$ cat src/design/ast_pkg.sv
// constants, field layouts and carrier types of the async serial transceiver
// assumes one 32-bit AHB-Lite slave port and a single system clock
// Contract
// (RULE1) transmit line idles at mark, NRZ
// (RULE2) frame: start, 8 or 9 data, stop
// (RULE3) start bit space, stop bits mark
// (RULE4) every transmitted bit lasts one bit period
// (RULE5) baud divider selectable 8 or 16 bits
// (RULE6) data bits travel LSb first
// (RULE7) independent directions, shared format and baud
// (RULE8) no hardware parity; ninth bit is software's
// (RULE9) shift register loads only from transmit buffer
// (RULE10) nine-bit select shifts nine bits per character
// (RULE11) ninth-bit status shows oldest unread character
// (RULE12) software reads ninth bit before data
// (RULE13) address detect works only with nine bits
// (RULE14) address detect keeps ninth-bit-set characters only
// (RULE15) software clears address detect after match
// (RULE16) port enable on, synchronous select off
// (RULE17) receive only while continuous receive enabled
// (RULE18) receive flag on FIFO entry, gated interrupt
// (RULE19) status shows error flags and ninth bit
// (RULE20) clearing continuous receive clears overrun
// (RULE21) eight-bit transmit data register, reset zero
// (RULE22) full FIFO at completion sets overrun, stops
// (RULE23) start on falling edge, sample mid-bit
package ast_pkg;
  // register indices; byte address is four times the index
  localparam int unsigned     IDX_W       = 10;
  localparam logic [IDX_W-1:0] IDX_RX_DATA = 10'h119;
  localparam logic [IDX_W-1:0] IDX_TX_DATA = 10'h11a;
  localparam logic [IDX_W-1:0] IDX_BAUD_LO = 10'h11b;
  localparam logic [IDX_W-1:0] IDX_BAUD_HI = 10'h11c;
  localparam logic [IDX_W-1:0] IDX_RSC     = 10'h11d;
  localparam logic [IDX_W-1:0] IDX_TXC     = 10'h11e;
  localparam logic [IDX_W-1:0] IDX_BCT     = 10'h11f;
  // receive_status_control bits
  localparam int RSC_SERIAL_PORT_ENABLE  = 7;
  localparam int RSC_RX9   = 6;
  localparam int RSC_CONTINUOUS_RECEIVE_ENABLE  = 4;
  localparam int RSC_ADDRESS_DETECT_ENABLE = 3;
  localparam int RSC_FERR  = 2;
  localparam int RSC_OVERRUN_ERROR_FLAG  = 1;
  localparam int RSC_RECEIVED_NINTH_BIT  = 0;
  localparam logic [7:0] RSC_WMASK = 8'hd8;
  // transmit control bits
  localparam int TXC_TX9  = 6;
  localparam int TXC_TXEN = 5;
  localparam int TXC_SYNC = 4;
  localparam int TXC_HIGH_BAUD_SELECT = 2;
  localparam int TXC_TBE  = 1;
  localparam int TXC_TX9D = 0;
  localparam logic [7:0] TXC_WMASK = 8'h75;
  // baud and flag control bits
  localparam int BCT_RCIE  = 5;
  localparam int BCT_RCIF  = 4;
  localparam int BCT_WIDE_BAUD_DIVIDER_SELECT = 3;
  localparam logic [7:0] BCT_WMASK = 8'h28;
  // reset values
  localparam logic [7:0]  RST_BYTE = 8'h00;
  localparam logic [15:0] RST_WORD = 16'h0000;
  // sub-ticks per bit, and data bits per character
  localparam logic [4:0] OVS_LOW   = 5'h10;
  localparam logic [4:0] OVS_HIGH  = 5'h04;
  localparam logic [3:0] NBITS_8   = 4'h8;
  localparam logic [3:0] NBITS_9   = 4'h9;
  localparam logic       HRESP_OKAY = 1'b0;
  // AHB-Lite request seen by the slave
  typedef struct packed {
    logic        hsel;
    logic [31:0] haddr;
    logic [1:0]  htrans;
    logic        hwrite;
    logic [2:0]  hsize;
    logic        hready;
    logic [31:0] hwdata;
  } ast_ahb_req_t;
  // one receive FIFO entry
  typedef struct packed {
    logic       ferr;
    logic       ninth;
    logic [7:0] data;
  } ast_rx_entry_t;
endpackage

$ cat src/design/ast_top.sv
// async serial transceiver: AHB-Lite registers, baud generator, tx and rx
// assumes a single-transfer word master and an asynchronous rx pin
//
// The AHB-Lite slave port is this design's own decision.
`timescale 1ns/100ps
module ast_top #(
  parameter int RX_DEPTH = 2  // receive FIFO depth
) (
  input  wire logic              mclk,
  input  wire logic              reset_n,
  input  wire ast_pkg::ast_ahb_req_t ahb_req,
  output logic [31:0]            hrdata,
  output logic                   hreadyout,
  output logic                   hresp,
  output logic                   tx_line,
  input  wire logic              rx_line,
  output logic                   receive_irq
);
  import ast_pkg::*;

  localparam int PTR_W = (RX_DEPTH > 1) ? $clog2(RX_DEPTH) : 1;
  localparam logic [PTR_W-1:0] PTR_LAST = PTR_W'(RX_DEPTH - 1);
  localparam logic [PTR_W:0]   CNT_FULL = (PTR_W + 1)'(RX_DEPTH);

  typedef enum logic [1:0] {TX_IDLE, TX_START, TX_DATA, TX_STOP} ast_tx_state_t;
  typedef enum logic [1:0] {RX_IDLE, RX_START, RX_DATA, RX_STOP} ast_rx_state_t;

  // software-visible state
  logic [7:0]    tx_buf;       // transmit_data_buffer
  logic          tx_buf_full;  // buffer holds an unsent character
  logic [7:0]    baud_lo;      // low half of baud_divisor_pair
  logic [7:0]    baud_hi;      // high half of baud_divisor_pair
  logic [7:0]    rsc;          // receive_status_control, writable bits
  logic [7:0]    txc;          // transmit control, writable bits
  logic [7:0]    bct;          // baud and flag control, writable bits
  logic          overrun_error_flag;         // overrun_error_flag
  // bus data phase
  logic          dp_act;       // a data phase is waiting on us
  logic          dp_wr;        // that data phase is a write
  logic [IDX_W-1:0] dp_idx;    // register index of that data phase
  // baud generator
  logic [15:0]   baud_cnt;     // divider count
  // transmitter
  ast_tx_state_t tx_state;
  logic [4:0]    tx_sub;       // sub-tick within current bit
  logic [3:0]    tx_bit;       // data bit counter
  logic [8:0]    transmit_shift_register;          // transmit_shift_register
  // receiver
  logic [2:0]    rx_sync;      // pin synchroniser, [0] first stage
  logic          rx_level;     // filtered line level
  ast_rx_state_t rx_state;
  logic [4:0]    rx_sub;       // sub-tick within current bit
  logic [3:0]    rx_bit;       // data bit counter
  logic [8:0]    receive_shift_register;          // receive_shift_register
  logic          rx_done;      // one-cycle: character complete
  ast_rx_entry_t rx_ent;       // completed character
  // receive FIFO
  ast_rx_entry_t fifo_mem [RX_DEPTH];
  logic [PTR_W-1:0] wr_ptr;
  logic [PTR_W-1:0] rd_ptr;
  logic [PTR_W:0]   fifo_cnt;

  // control decode
  wire serial_port_enable      = rsc[RSC_SERIAL_PORT_ENABLE];
  wire rx9       = rsc[RSC_RX9];
  wire continuous_receive_enable      = rsc[RSC_CONTINUOUS_RECEIVE_ENABLE];
  wire rcie      = bct[BCT_RCIE];
  wire high_baud_select      = txc[TXC_HIGH_BAUD_SELECT];
  wire wide_baud_divider_select     = bct[BCT_WIDE_BAUD_DIVIDER_SELECT];
  // (RULE16) port enable, async only
  wire port_on   = serial_port_enable & ~txc[TXC_SYNC];
  // (RULE13) address detect needs nine bits
  wire address_detect_enable_eff = rsc[RSC_ADDRESS_DETECT_ENABLE] & rx9;
  // (RULE17) receive gated by continuous enable
  wire rx_on     = port_on & continuous_receive_enable & ~overrun_error_flag;
  wire tx_on     = port_on & txc[TXC_TXEN];

  // bus decode
  wire take      = ahb_req.hsel & ahb_req.htrans[1] & ahb_req.hready;
  wire wr_now    = dp_act & dp_wr;
  wire rd_now    = dp_act & ~dp_wr;
  wire [7:0] wbyte = ahb_req.hwdata[7:0];
  wire wr_txd    = wr_now & (dp_idx == IDX_TX_DATA);
  wire wr_blo    = wr_now & (dp_idx == IDX_BAUD_LO);
  wire wr_bhi    = wr_now & (dp_idx == IDX_BAUD_HI);
  wire wr_rsc    = wr_now & (dp_idx == IDX_RSC);
  wire wr_txc    = wr_now & (dp_idx == IDX_TXC);
  wire wr_bct    = wr_now & (dp_idx == IDX_BCT);
  wire fifo_ne   = (fifo_cnt != '0);
  wire fifo_full = (fifo_cnt == CNT_FULL);
  // (RULE12) data read advances the FIFO
  wire pop       = rd_now & (dp_idx == IDX_RX_DATA) & fifo_ne;
  ast_rx_entry_t top;
  assign top = fifo_mem[rd_ptr];

  // status views; status flags are ORed onto the stored bits, unused bits read zero
  // (RULE11) ninth bit of oldest entry
  // (RULE19) error flags beside ninth bit
  wire [7:0] ferr_v = fifo_ne ? (8'(top.ferr) << RSC_FERR) : RST_BYTE;
  wire [7:0] received_ninth_bit_v = fifo_ne ? (8'(top.ninth) << RSC_RECEIVED_NINTH_BIT) : RST_BYTE;
  wire [7:0] rsc_v  = rsc | ferr_v | received_ninth_bit_v | (8'(overrun_error_flag) << RSC_OVERRUN_ERROR_FLAG);
  wire [7:0] txc_v  = txc | (8'(!tx_buf_full) << TXC_TBE);
  wire [7:0] bct_v  = bct | (8'(fifo_ne) << BCT_RCIF);
  wire [7:0] rxd_v  = fifo_ne ? top.data : RST_BYTE;
  wire [7:0] rd_val =
    (dp_idx == IDX_RX_DATA) ? rxd_v   :
    (dp_idx == IDX_TX_DATA) ? tx_buf  :
    (dp_idx == IDX_BAUD_LO) ? baud_lo :
    (dp_idx == IDX_BAUD_HI) ? baud_hi :
    (dp_idx == IDX_RSC)     ? rsc_v   :
    (dp_idx == IDX_TXC)     ? txc_v   :
    (dp_idx == IDX_BCT)     ? bct_v   : RST_BYTE;

  // address phase capture; one wait state gives a registered read path
  always_ff @(posedge mclk)
  begin
    if (!reset_n)
    begin
      dp_act <= 1'b0;
      dp_wr  <= 1'b0;
      dp_idx <= '0;
    end
    else
    begin
      dp_act <= take;
      if (take)
      begin
        dp_wr  <= ahb_req.hwrite;
        dp_idx <= ahb_req.haddr[IDX_W+1:2];
      end
    end
  end

  // data phase answer; response is always OKAY
  always_ff @(posedge mclk)
  begin
    if (!reset_n)
    begin
      hreadyout <= 1'b1;
      hrdata    <= '0;
      hresp     <= HRESP_OKAY;
    end
    else
    begin
      hreadyout <= ~take;
      hresp     <= HRESP_OKAY;
      if (rd_now)
        hrdata <= {24'h000000, rd_val};
    end
  end

  // configuration registers
  always_ff @(posedge mclk)
  begin
    if (!reset_n)
    begin
      baud_lo <= RST_BYTE;
      baud_hi <= RST_BYTE;
      rsc     <= RST_BYTE;
      txc     <= RST_BYTE;
      bct     <= RST_BYTE;
    end
    else
    begin
      if (wr_blo)
        baud_lo <= wbyte;
      if (wr_bhi)
        baud_hi <= wbyte;
      if (wr_rsc)
        rsc <= wbyte & RSC_WMASK;
      if (wr_txc)
        txc <= wbyte & TXC_WMASK;
      if (wr_bct)
        bct <= wbyte & BCT_WMASK;
    end
  end

  // (RULE5) divider 8 or 16 bits wide
  // (RULE7) one tick feeds both directions
  wire [15:0] div_lim = wide_baud_divider_select ? {baud_hi, baud_lo} : {8'h00, baud_lo};
  wire        tick    = port_on & (baud_cnt >= div_lim);
  wire [4:0]  ovs     = high_baud_select ? OVS_HIGH : OVS_LOW;
  wire [4:0]  ovs_end = ovs - 5'h01;
  wire [4:0]  half_end = {1'b0, ovs[4:1]} - 5'h01;

  // free-running divider, held clear while the port is off
  always_ff @(posedge mclk)
  begin
    if (!reset_n || !port_on)
      baud_cnt <= RST_WORD;
    else if (tick)
      baud_cnt <= RST_WORD;
    else
      baud_cnt <= baud_cnt + 16'h0001;
  end

  // transmitter
  // (RULE9) shift register loads only from buffer
  wire       tx_load  = (tx_state == TX_IDLE) & tx_on & tx_buf_full & tick;
  wire       tx_bend  = tick & (tx_sub == ovs_end);
  wire [3:0] tx_nbits = txc[TXC_TX9] ? NBITS_9 : NBITS_8;

  // (RULE21) transmit data register, reset zero
  // a write in the load cycle refills the buffer, so full stays set
  always_ff @(posedge mclk)
  begin
    if (!reset_n)
    begin
      tx_buf      <= RST_BYTE;
      tx_buf_full <= 1'b0;
    end
    else if (wr_txd)
    begin
      tx_buf      <= wbyte;
      tx_buf_full <= 1'b1;
    end
    else if (tx_load)
      tx_buf_full <= 1'b0;
  end

  // frame sequencer; line changes only at bit boundaries
  always_ff @(posedge mclk)
  begin
    if (!reset_n || !tx_on)
    begin
      tx_state <= TX_IDLE;
      tx_sub   <= '0;
      tx_bit   <= '0;
      transmit_shift_register      <= '0;
      // (RULE1) idle at mark
      tx_line  <= 1'b1;
    end
    else
    begin
      if (tick)
        tx_sub <= tx_bend ? 5'h00 : tx_sub + 5'h01;
      case (tx_state)
        TX_IDLE:
        begin
          tx_sub <= '0;
          if (tx_load)
          begin
            // (RULE8) ninth bit is software data
            transmit_shift_register      <= {txc[TXC_TX9D], tx_buf};
            // (RULE3) start bit at space
            tx_line  <= 1'b0;
            tx_state <= TX_START;
          end
        end
        // (RULE4) each bit spans ovs ticks
        TX_START:
          if (tx_bend)
          begin
            tx_line  <= transmit_shift_register[0];
            tx_bit   <= '0;
            tx_state <= TX_DATA;
          end
        TX_DATA:
          if (tx_bend)
          begin
            // (RULE6) shift out LSb first
            transmit_shift_register    <= {1'b0, transmit_shift_register[8:1]};
            tx_bit <= tx_bit + 4'h1;
            if (tx_bit == tx_nbits - 4'h1)
            begin
              // (RULE2) one stop bit ends frame
              tx_line  <= 1'b1;
              tx_state <= TX_STOP;
            end
            else
              tx_line <= transmit_shift_register[1];
          end
        TX_STOP:
          if (tx_bend)
            tx_state <= TX_IDLE;
        default:
          tx_state <= TX_IDLE;
      endcase
    end
  end

  // pin synchroniser; a level counts once stages two and three agree
  always_ff @(posedge mclk)
  begin
    if (!reset_n)
    begin
      rx_sync  <= 3'h7;
      rx_level <= 1'b1;
    end
    else
    begin
      rx_sync <= {rx_sync[1:0], rx_line};
      if (rx_sync[1] == rx_sync[2])
        rx_level <= rx_sync[2];
    end
  end

  // receiver
  wire       rx_bend  = tick & (rx_sub == ovs_end);
  wire       rx_hend  = tick & (rx_sub == half_end);
  wire [3:0] rx_nbits = rx9 ? NBITS_9 : NBITS_8;

  // character sequencer; a false start returns to idle
  always_ff @(posedge mclk)
  begin
    if (!reset_n || !rx_on)
    begin
      rx_state <= RX_IDLE;
      rx_sub   <= '0;
      rx_bit   <= '0;
      receive_shift_register      <= '0;
      rx_done  <= 1'b0;
      rx_ent   <= '0;
    end
    else
    begin
      rx_done <= 1'b0;
      if (tick)
        rx_sub <= rx_bend ? 5'h00 : rx_sub + 5'h01;
      case (rx_state)
        // (RULE23) falling edge starts a character
        RX_IDLE:
        begin
          rx_sub <= '0;
          if (tick && !rx_level)
            rx_state <= RX_START;
        end
        // (RULE23) recheck start at mid-bit
        RX_START:
          if (rx_hend)
          begin
            rx_sub   <= '0;
            rx_bit   <= '0;
            rx_state <= rx_level ? RX_IDLE : RX_DATA;
          end
        RX_DATA:
          if (rx_bend)
          begin
            // (RULE10) eight or nine shifts, LSb first
            receive_shift_register    <= {rx_level, receive_shift_register[8:1]};
            rx_bit <= rx_bit + 4'h1;
            if (rx_bit == rx_nbits - 4'h1)
              rx_state <= RX_STOP;
          end
        RX_STOP:
          if (rx_bend)
          begin
            // (RULE3) space in stop bit is framing error
            rx_ent.ferr  <= ~rx_level;
            rx_ent.ninth <= rx9 & receive_shift_register[8];
            rx_ent.data  <= rx9 ? receive_shift_register[7:0] : receive_shift_register[8:1];
            rx_done      <= 1'b1;
            rx_state     <= RX_IDLE;
          end
        default:
          rx_state <= RX_IDLE;
      endcase
    end
  end

  // (RULE14) drop characters with ninth bit clear
  // (RULE15) software may clear detect after match
  wire rx_keep  = rx_done & (~address_detect_enable_eff | rx_ent.ninth);
  // (RULE22) full FIFO means overrun, no store
  wire ovr_set  = rx_keep & fifo_full;
  wire push     = rx_keep & ~fifo_full;

  // receive FIFO storage
  // (RULE18) entry arrival sets the receive flag
  always_ff @(posedge mclk)
  begin
    if (push)
      fifo_mem[wr_ptr] <= rx_ent;
  end

  // FIFO pointers and count
  always_ff @(posedge mclk)
  begin
    if (!reset_n)
    begin
      wr_ptr   <= '0;
      rd_ptr   <= '0;
      fifo_cnt <= '0;
    end
    else
    begin
      if (push)
        wr_ptr <= (wr_ptr == PTR_LAST) ? '0 : wr_ptr + PTR_W'(1);
      if (pop)
        rd_ptr <= (rd_ptr == PTR_LAST) ? '0 : rd_ptr + PTR_W'(1);
      if (push && !pop)
        fifo_cnt <= fifo_cnt + (PTR_W + 1)'(1);
      else if (pop && !push)
        fifo_cnt <= fifo_cnt - (PTR_W + 1)'(1);
    end
  end

  // overrun flag; a new overrun wins over the clear
  always_ff @(posedge mclk)
  begin
    if (!reset_n)
      overrun_error_flag <= 1'b0;
    else if (ovr_set)
      overrun_error_flag <= 1'b1;
    // (RULE20) clearing receive enable clears overrun
    else if (!continuous_receive_enable)
      overrun_error_flag <= 1'b0;
  end

  // (RULE18) interrupt follows flag when enabled
  always_ff @(posedge mclk)
  begin
    if (!reset_n)
      receive_irq <= 1'b0;
    else
      receive_irq <= fifo_ne & rcie;
  end

endmodule // ast_top

$ cat config.mk
export PLATFORM = sky130hd
export DESIGN_NAME = ast_top
export DESIGN_NICKNAME = d
export VERILOG_FILES = /design/src/design/ast_pkg.sv /design/src/design/ast_top.sv
export SDC_FILE = /design/constraint.sdc
export NUM_CORES = 1
export LEC_CHECK = 0
export BUFFER_PORTS_ARGS = -buffer_cell sky130_fd_sc_hd__buf_2
export CORE_ASPECT_RATIO = 0.9
export CORE_MARGIN = 2
export CORE_UTILIZATION = 35
export CTS_CLUSTER_SIZE = 8
export DETAILED_ROUTE_END_ITERATION = 10
export HOLD_SLACK_MARGIN = 0.06
export RECOVER_POWER = 100
export REMOVE_ABC_BUFFERS = 1
export SLEW_MARGIN = 20
export SYNTH_ARGS = -nofsm -noshare
export SYNTH_HDL_FRONTEND = slang
export SYNTH_SLANG_ARGS = --single-unit
$ cat constraint.sdc
create_clock -name mclk -period 2.9 [get_ports mclk]
set_input_delay 0.145 -clock mclk [delete_from_list [all_inputs] [get_ports mclk]]
set_output_delay 0.145 -clock mclk [all_outputs]
set_load 0.02 [all_outputs]
# Word-level counts from Yosys, hierarchy flattened
# Memory sizes are Yosys's and may differ from the RTL's. A register that Yosys moved wholly into a read port is not among the register bits.
# Index checks and enable logic that the tools add are counted.
# word_totals
output_inout_bits	36
mem_count	1
ramBits	20
input_bits	75
wordCells	215
regBits	135
# mem_list
memory	depth	width	read_ports	rd_clocked_by_memory_dff	write_ports	line	text
fifo_mem	2	10	1	1	1	ast_top.sv:58	ast_rx_entry_t fifo_mem [RX_DEPTH];
# op_classes
order_cmp	1
add_sub_neg	13
mux	59
n_bitwise	43
eq_ne	31
n_reduce_logical	34
# op_table
operator	count
$eq A10 B9 Y1 const B	7
$mux W8	7
$and A1 B1 Y1	29
$mux W2	13
$mux W5	5
$ne A2 B2 Y1 const B	10
$mux W9	2
$pmux W9 S2	1
$mux W1	17
$add A16 B1 Y16 const B	1
$ge A16 B16 Y1	1
$mux W16	1
$mux W4	4
$pmux W2 S4	2
$pmux W4 S2	2
$eq A5 B5 Y1	3
$reduce_bool A2 Y1	6
$add A5 B1 Y5 const B	2
$eq A2 B2 Y1 const B	5
$pmux W5 S2	1
$reduce_and A5 Y1	2
$reduce_and A3 Y1	3
$add A4 B1 Y4 const B	2
$eq A4 B4 Y1	2
28 further kinds	53

# Logic depth before layout (Yosys ltp)
# depth
ltp_word	10
mapped_depth	11
mapped_depth_nobuf	9

# Worst setup path before layout
# Ideal clock, no wire load.
# synth_path
kind	flip-flop to flip-flop
from	reg bct[3]
to	reg rx_sub[1]
path_stages_with_launch	11
slack_ns	0.284
t_arrival_ns	2.546
period_less_slack_ns	2.616
setup_time_ns	0.070
path_cell_list	dfxtp_1 clkbuf_1 nand2_1 ha_1 a211oi_2 o21bai_4 o21ai_1 clkbuf_1 o21ai_0 a211o_1 a21oi_1
# synth_via
elab_chain_len	8
word_cells_on_any_way	9
cone_classes	order compare (1); mux (5); bitwise (3)
# synth_lines
element	line	text
start, declared	ast_top.sv:35	logic [7:0] bct;
start signal, assigned	ast_top.sv:174	bct <= wbyte & BCT_WMASK;
$mux W16 *	ast_top.sv:180	wire [15:0] div_lim = wide_baud_divider_select ? {baud_hi, baud_lo} : {8'h00, baud_lo};
$ge A16 B16 Y1 *	ast_top.sv:181	wire tick = port_on & (baud_cnt >= div_lim);
$and A1 B1 Y1 *	ast_top.sv:181	
$and A1 B1 Y1	ast_top.sv:299	wire rx_bend = tick & (rx_sub == ovs_end);
$mux W5	ast_top.sv:319	rx_sub <= rx_bend ? 5'h00 : rx_sub + 5'h01;
$mux W5	ast_top.sv:318	if (tick)
$mux W5	ast_top.sv:330	if (rx_hend)
$pmux W5 S2 *	ast_top.sv:320	case (rx_state)
end signal, assigned	ast_top.sv:319	
end, declared	ast_top.sv:52	logic [4:0] rx_sub;
# Mark *: on every way between the ends. The rest lies on a longest branch, timed or not.
# A chain may end at the register's enable or synchronous reset.

# Worst setup path after layout
# layout_path
from	reg baud_cnt[0]
to	reg tx_sub[1]
# layout_via
elab_chain_len	4
# layout_lines
element	line	text
start, declared	ast_top.sv:42	logic [15:0] baud_cnt;
start signal, assigned	ast_top.sv:194	baud_cnt <= baud_cnt + 16'h0001;
$ge A16 B16 Y1 *	ast_top.sv:181	
$and A1 B1 Y1 *	ast_top.sv:181	
$and A1 B1 Y1	ast_top.sv:200	wire tx_bend = tick & (tx_sub == ovs_end);
$mux W5	ast_top.sv:236	tx_sub <= tx_bend ? 5'h00 : tx_sub + 5'h01;
end signal, assigned	ast_top.sv:236	
end, declared	ast_top.sv:45	logic [4:0] tx_sub;
# Marks and branches as above.

==> impl_results.md <==
- Run status: finished, final reports clean
- Final non-filler cell area: 8733 um2
- Setup WS post-layout: 0.2170 ns
- Top post-synthesis cells by area: dfxtp_1 (36%), edfxtp_1 (8.0%), mux2i_1 (6.1%)
- Tmin final: 2.683 ns
- Fraction of registers with async set/reset: 0
- Final max-slew violation count: 0
- H-tree Lvls: 4
- Worst slew pin tran: 0.8829 ns
- Unique cell type count in the Yosys netlist: 77
- Met2 usage: 0.2249
- Area of the core: 20900 um2
- Clk_skew: 0.008667 ns
- Leakage dissipation: 2.974 nW
- GRT Total Usage: 0.1536
- Die Y: 142.9 um
- Worst Path Arrival: roughly 3.0 ns
- Initial antenna violation count: 0
- Initial cell density of the core: 0.3589
- Slew Limit Headroom: 0.4114
- Placed cells: 1129
- Worst Path Required: ~3.3 ns
- Routed Antenna Nets: 0
- Clock latency on the worst-skew pair: 0.43 ns
- Largest net degree at the start of global routing: 47
- Power Density: 522.7 nW/um2
- Leading area contributor after synthesis: dfxtp_1
- Worst-path maximum fanout: 5
- Post-synth EDFFs: 20
- GP Congestion: 0.8700
- FP Rows: 50
- Grt met3 use: 0.04310
- WL/cell: 14.20 um
- Synthesized instance count: 820
- Clock Path Buffers: 2
- Ys Warns: 0
- Die area: 22620 um2
- DRT Wirelength: 16780 um
- Max VDD drop: between 0.2 and 0.3 mV
- Total number of vias: ~5700
- Area delta synth->final: 16.45%
- # diodes: 0
- Yosys reg bits: 156
- DRC: 0
- DIE WIDTH: 158.3 um
- Worst Hold Class: in -> reg
- Max-cap violations: 0
- Met1 usage in global routing: 0.2192
- CP startpoint kind: flip-flop
- Initial DRC count: about 370
- Most common flop cell mapped by yosys: dfxtp_1
- Vias in the first global route: 5310
- Overflow after GRT: 0
- Peak Freq: approximately 370 MHz
- First drt pass iteration count: 5
- Non-filler cells in the finished layout: 1182
- Register area share after synthesis: 0.4431
- Busiest grt layer: met2
- Syn_area_per_cell: 9.146 um2
- Clk sink count: 156
- First-pass GRT wire length: 27180 um
- Post-DP HPWL: 12020 um
- Io pins: between 100 and 150
- RSZ-0062 raised after global routing: no
- CTS buffer count: 17
- I/O Buffers: 35
- Layout net count: 984
- Critical path type: reg -> reg
- Synth Cell Area: around 7500 um2
- Placed inst area: 7990 um2
- CTS tree: yes
- Final Setup Violations: 0
- Clock slew at reported path FFs: about 0.060 ns
- Critical path capture point type: flip-flop
- Hold Vio Cnt, Final: 0
- Final core utilization: 0.4180
- Pre-CTS setup slack: 0.1255 ns
- Via-per-instance ratio: 4.858
- Leading cell types by count after synthesis: dfxtp_1 (136), nor2_1 (107), nand2_1 (84), mux2i_1 (46), a21oi_1 (36)
- Layout cells sized above 1: 0.1127
- Final worst path period share: 0.9252
- Most frequent cell after synthesis: dfxtp_1
- Share of the synthesized area in the top cell type: 0.3630
- Root buf cell: clkbuf_16
## worst max-delay path, cell delays in order, from the launching register on
cell       delay, ns
dfxtp_1         0.39
inv_1           0.06
ha_1            0.26
nand2b_4        0.15
a2111oi_4       0.40
o21ai_2         0.16
a211oi_4        0.33
clkbuf_1        0.22
nor2_2          0.09
or3_4           0.41
a21oi_1         0.13
## cell families after synthesis
kind of cell,Yosys count,share of synthesized area
simple gates,307,0.2000
compound gates,157,0.1483
fa+ha+maj,26,0.04338
flops,156,0.4431
xor+xnor,28,0.03270
buf+inv,93,0.06006
other cells,1,0.0005000
mux,52,0.07190
## per-stage QoR
stage,setup TNS [ns],power (mW),hold slack (ns)
finish,0,4.565,0.1941
global route,0,4.732,0.2286
CTS,0,4.628,0.07985
detailed placement,0,2.345,0.3325
global placement,0,2.345,0.3298
floorplan,-0.2533,2.299,0.2180
## what timing repair did
action	4_1_cts	5_1_grt
buffers inserted	0	1
endpoints found under the hold margin	39	0
hold buffers	20	0
gates resized for setup	0	1
endpoints found under the setup margin	0	5
## worst paths after layout
check | start | to | cells after the start | slack [ns]
worst max-delay path | baud_cnt[0]$_SDFF_PP0_ | tx_sub[1]$_SDFFE_PP0N_ | 10 | 0.22
worst min-delay path | ahb_req[38] | dp_act$_SDFF_PN0_ | 3 | 0.19
worst max register to register | baud_cnt[0]$_SDFF_PP0_ | tx_sub[1]$_SDFFE_PP0N_ | 10 | 0.22
worst min register to register | rx_sync[0]$_SDFF_PN1_ | rx_sync[1]$_SDFF_PN1_ | 1 | 0.41
## final cells by class
cell class / instances / area, um2
Clock buffer: 18 / 429.2
Clock inverter: 14 / 168.9
Fill cell: 2108 / 12160
Inverter: 32 / 120.1
Multi-Input combinational cell: 595 / 3809
Sequential cell: 156 / 3323
Tap cell: 286 / 357.8
Timing Repair Buffer: 81 / 525.5
## flip-flops by register name (all words and copies together), names as in the netlist, 2 cells and up, named ones only
signal and flops:
baud_cnt 16, baud_hi 8, baud_lo 8, bct 2
dp_idx 10, fifo_cnt 2, fifo_mem 20, hrdata 8
receive_shift_register 9, rsc 4, rx_bit 4, rx_ent 10
rx_sub 5, rx_sync 3, transmit_shift_register 9, tx_bit 4
tx_buf 8, tx_state 2, tx_sub 5, txc 5
## power by group
| part | total [mW] | switching (mW) | internal [mW] |
|---|---|---|---|
| Combinational | 0.124 | 0.0803 | 0.0432 |
| Sequential | 2.19 | 0.00576 | 2.19 |
| Clock | 2.25 | 0.893 | 1.35 |
| Total | 4.56 | 0.979 | 3.59 |
## per-layer routing
layer,part of all wire,wire [um],vias to the layer above
met5,0,0,-
met4,0.011,191,0
met3,0.050,838,14
met2,0.42,7062,111
met1,0.52,8690,2646
li1,-,-,2971
## cells in the final DEF, fill, tap and decap left out, types with 11 or more instances in the layout
cell,instances
a211oi_1,12
a21oi_1,36
a221oi_1,13
a22o_1,11
buf_2,24
buf_4,17
clkbuf_1,19
clkbuf_16,17
conb_1,25
dfxtp_1,136
dlygate4sd3_1,20
edfxtp_1,20
ha_1,26
inv_1,32
mux2i_1,46
nand2_1,84
nand3_1,30
nor2_1,107
nor3_1,14
o21ai_0,34
xnor2_1,16
xor2_1,12
No activity file was read; power rests on OpenSTA's default activity.
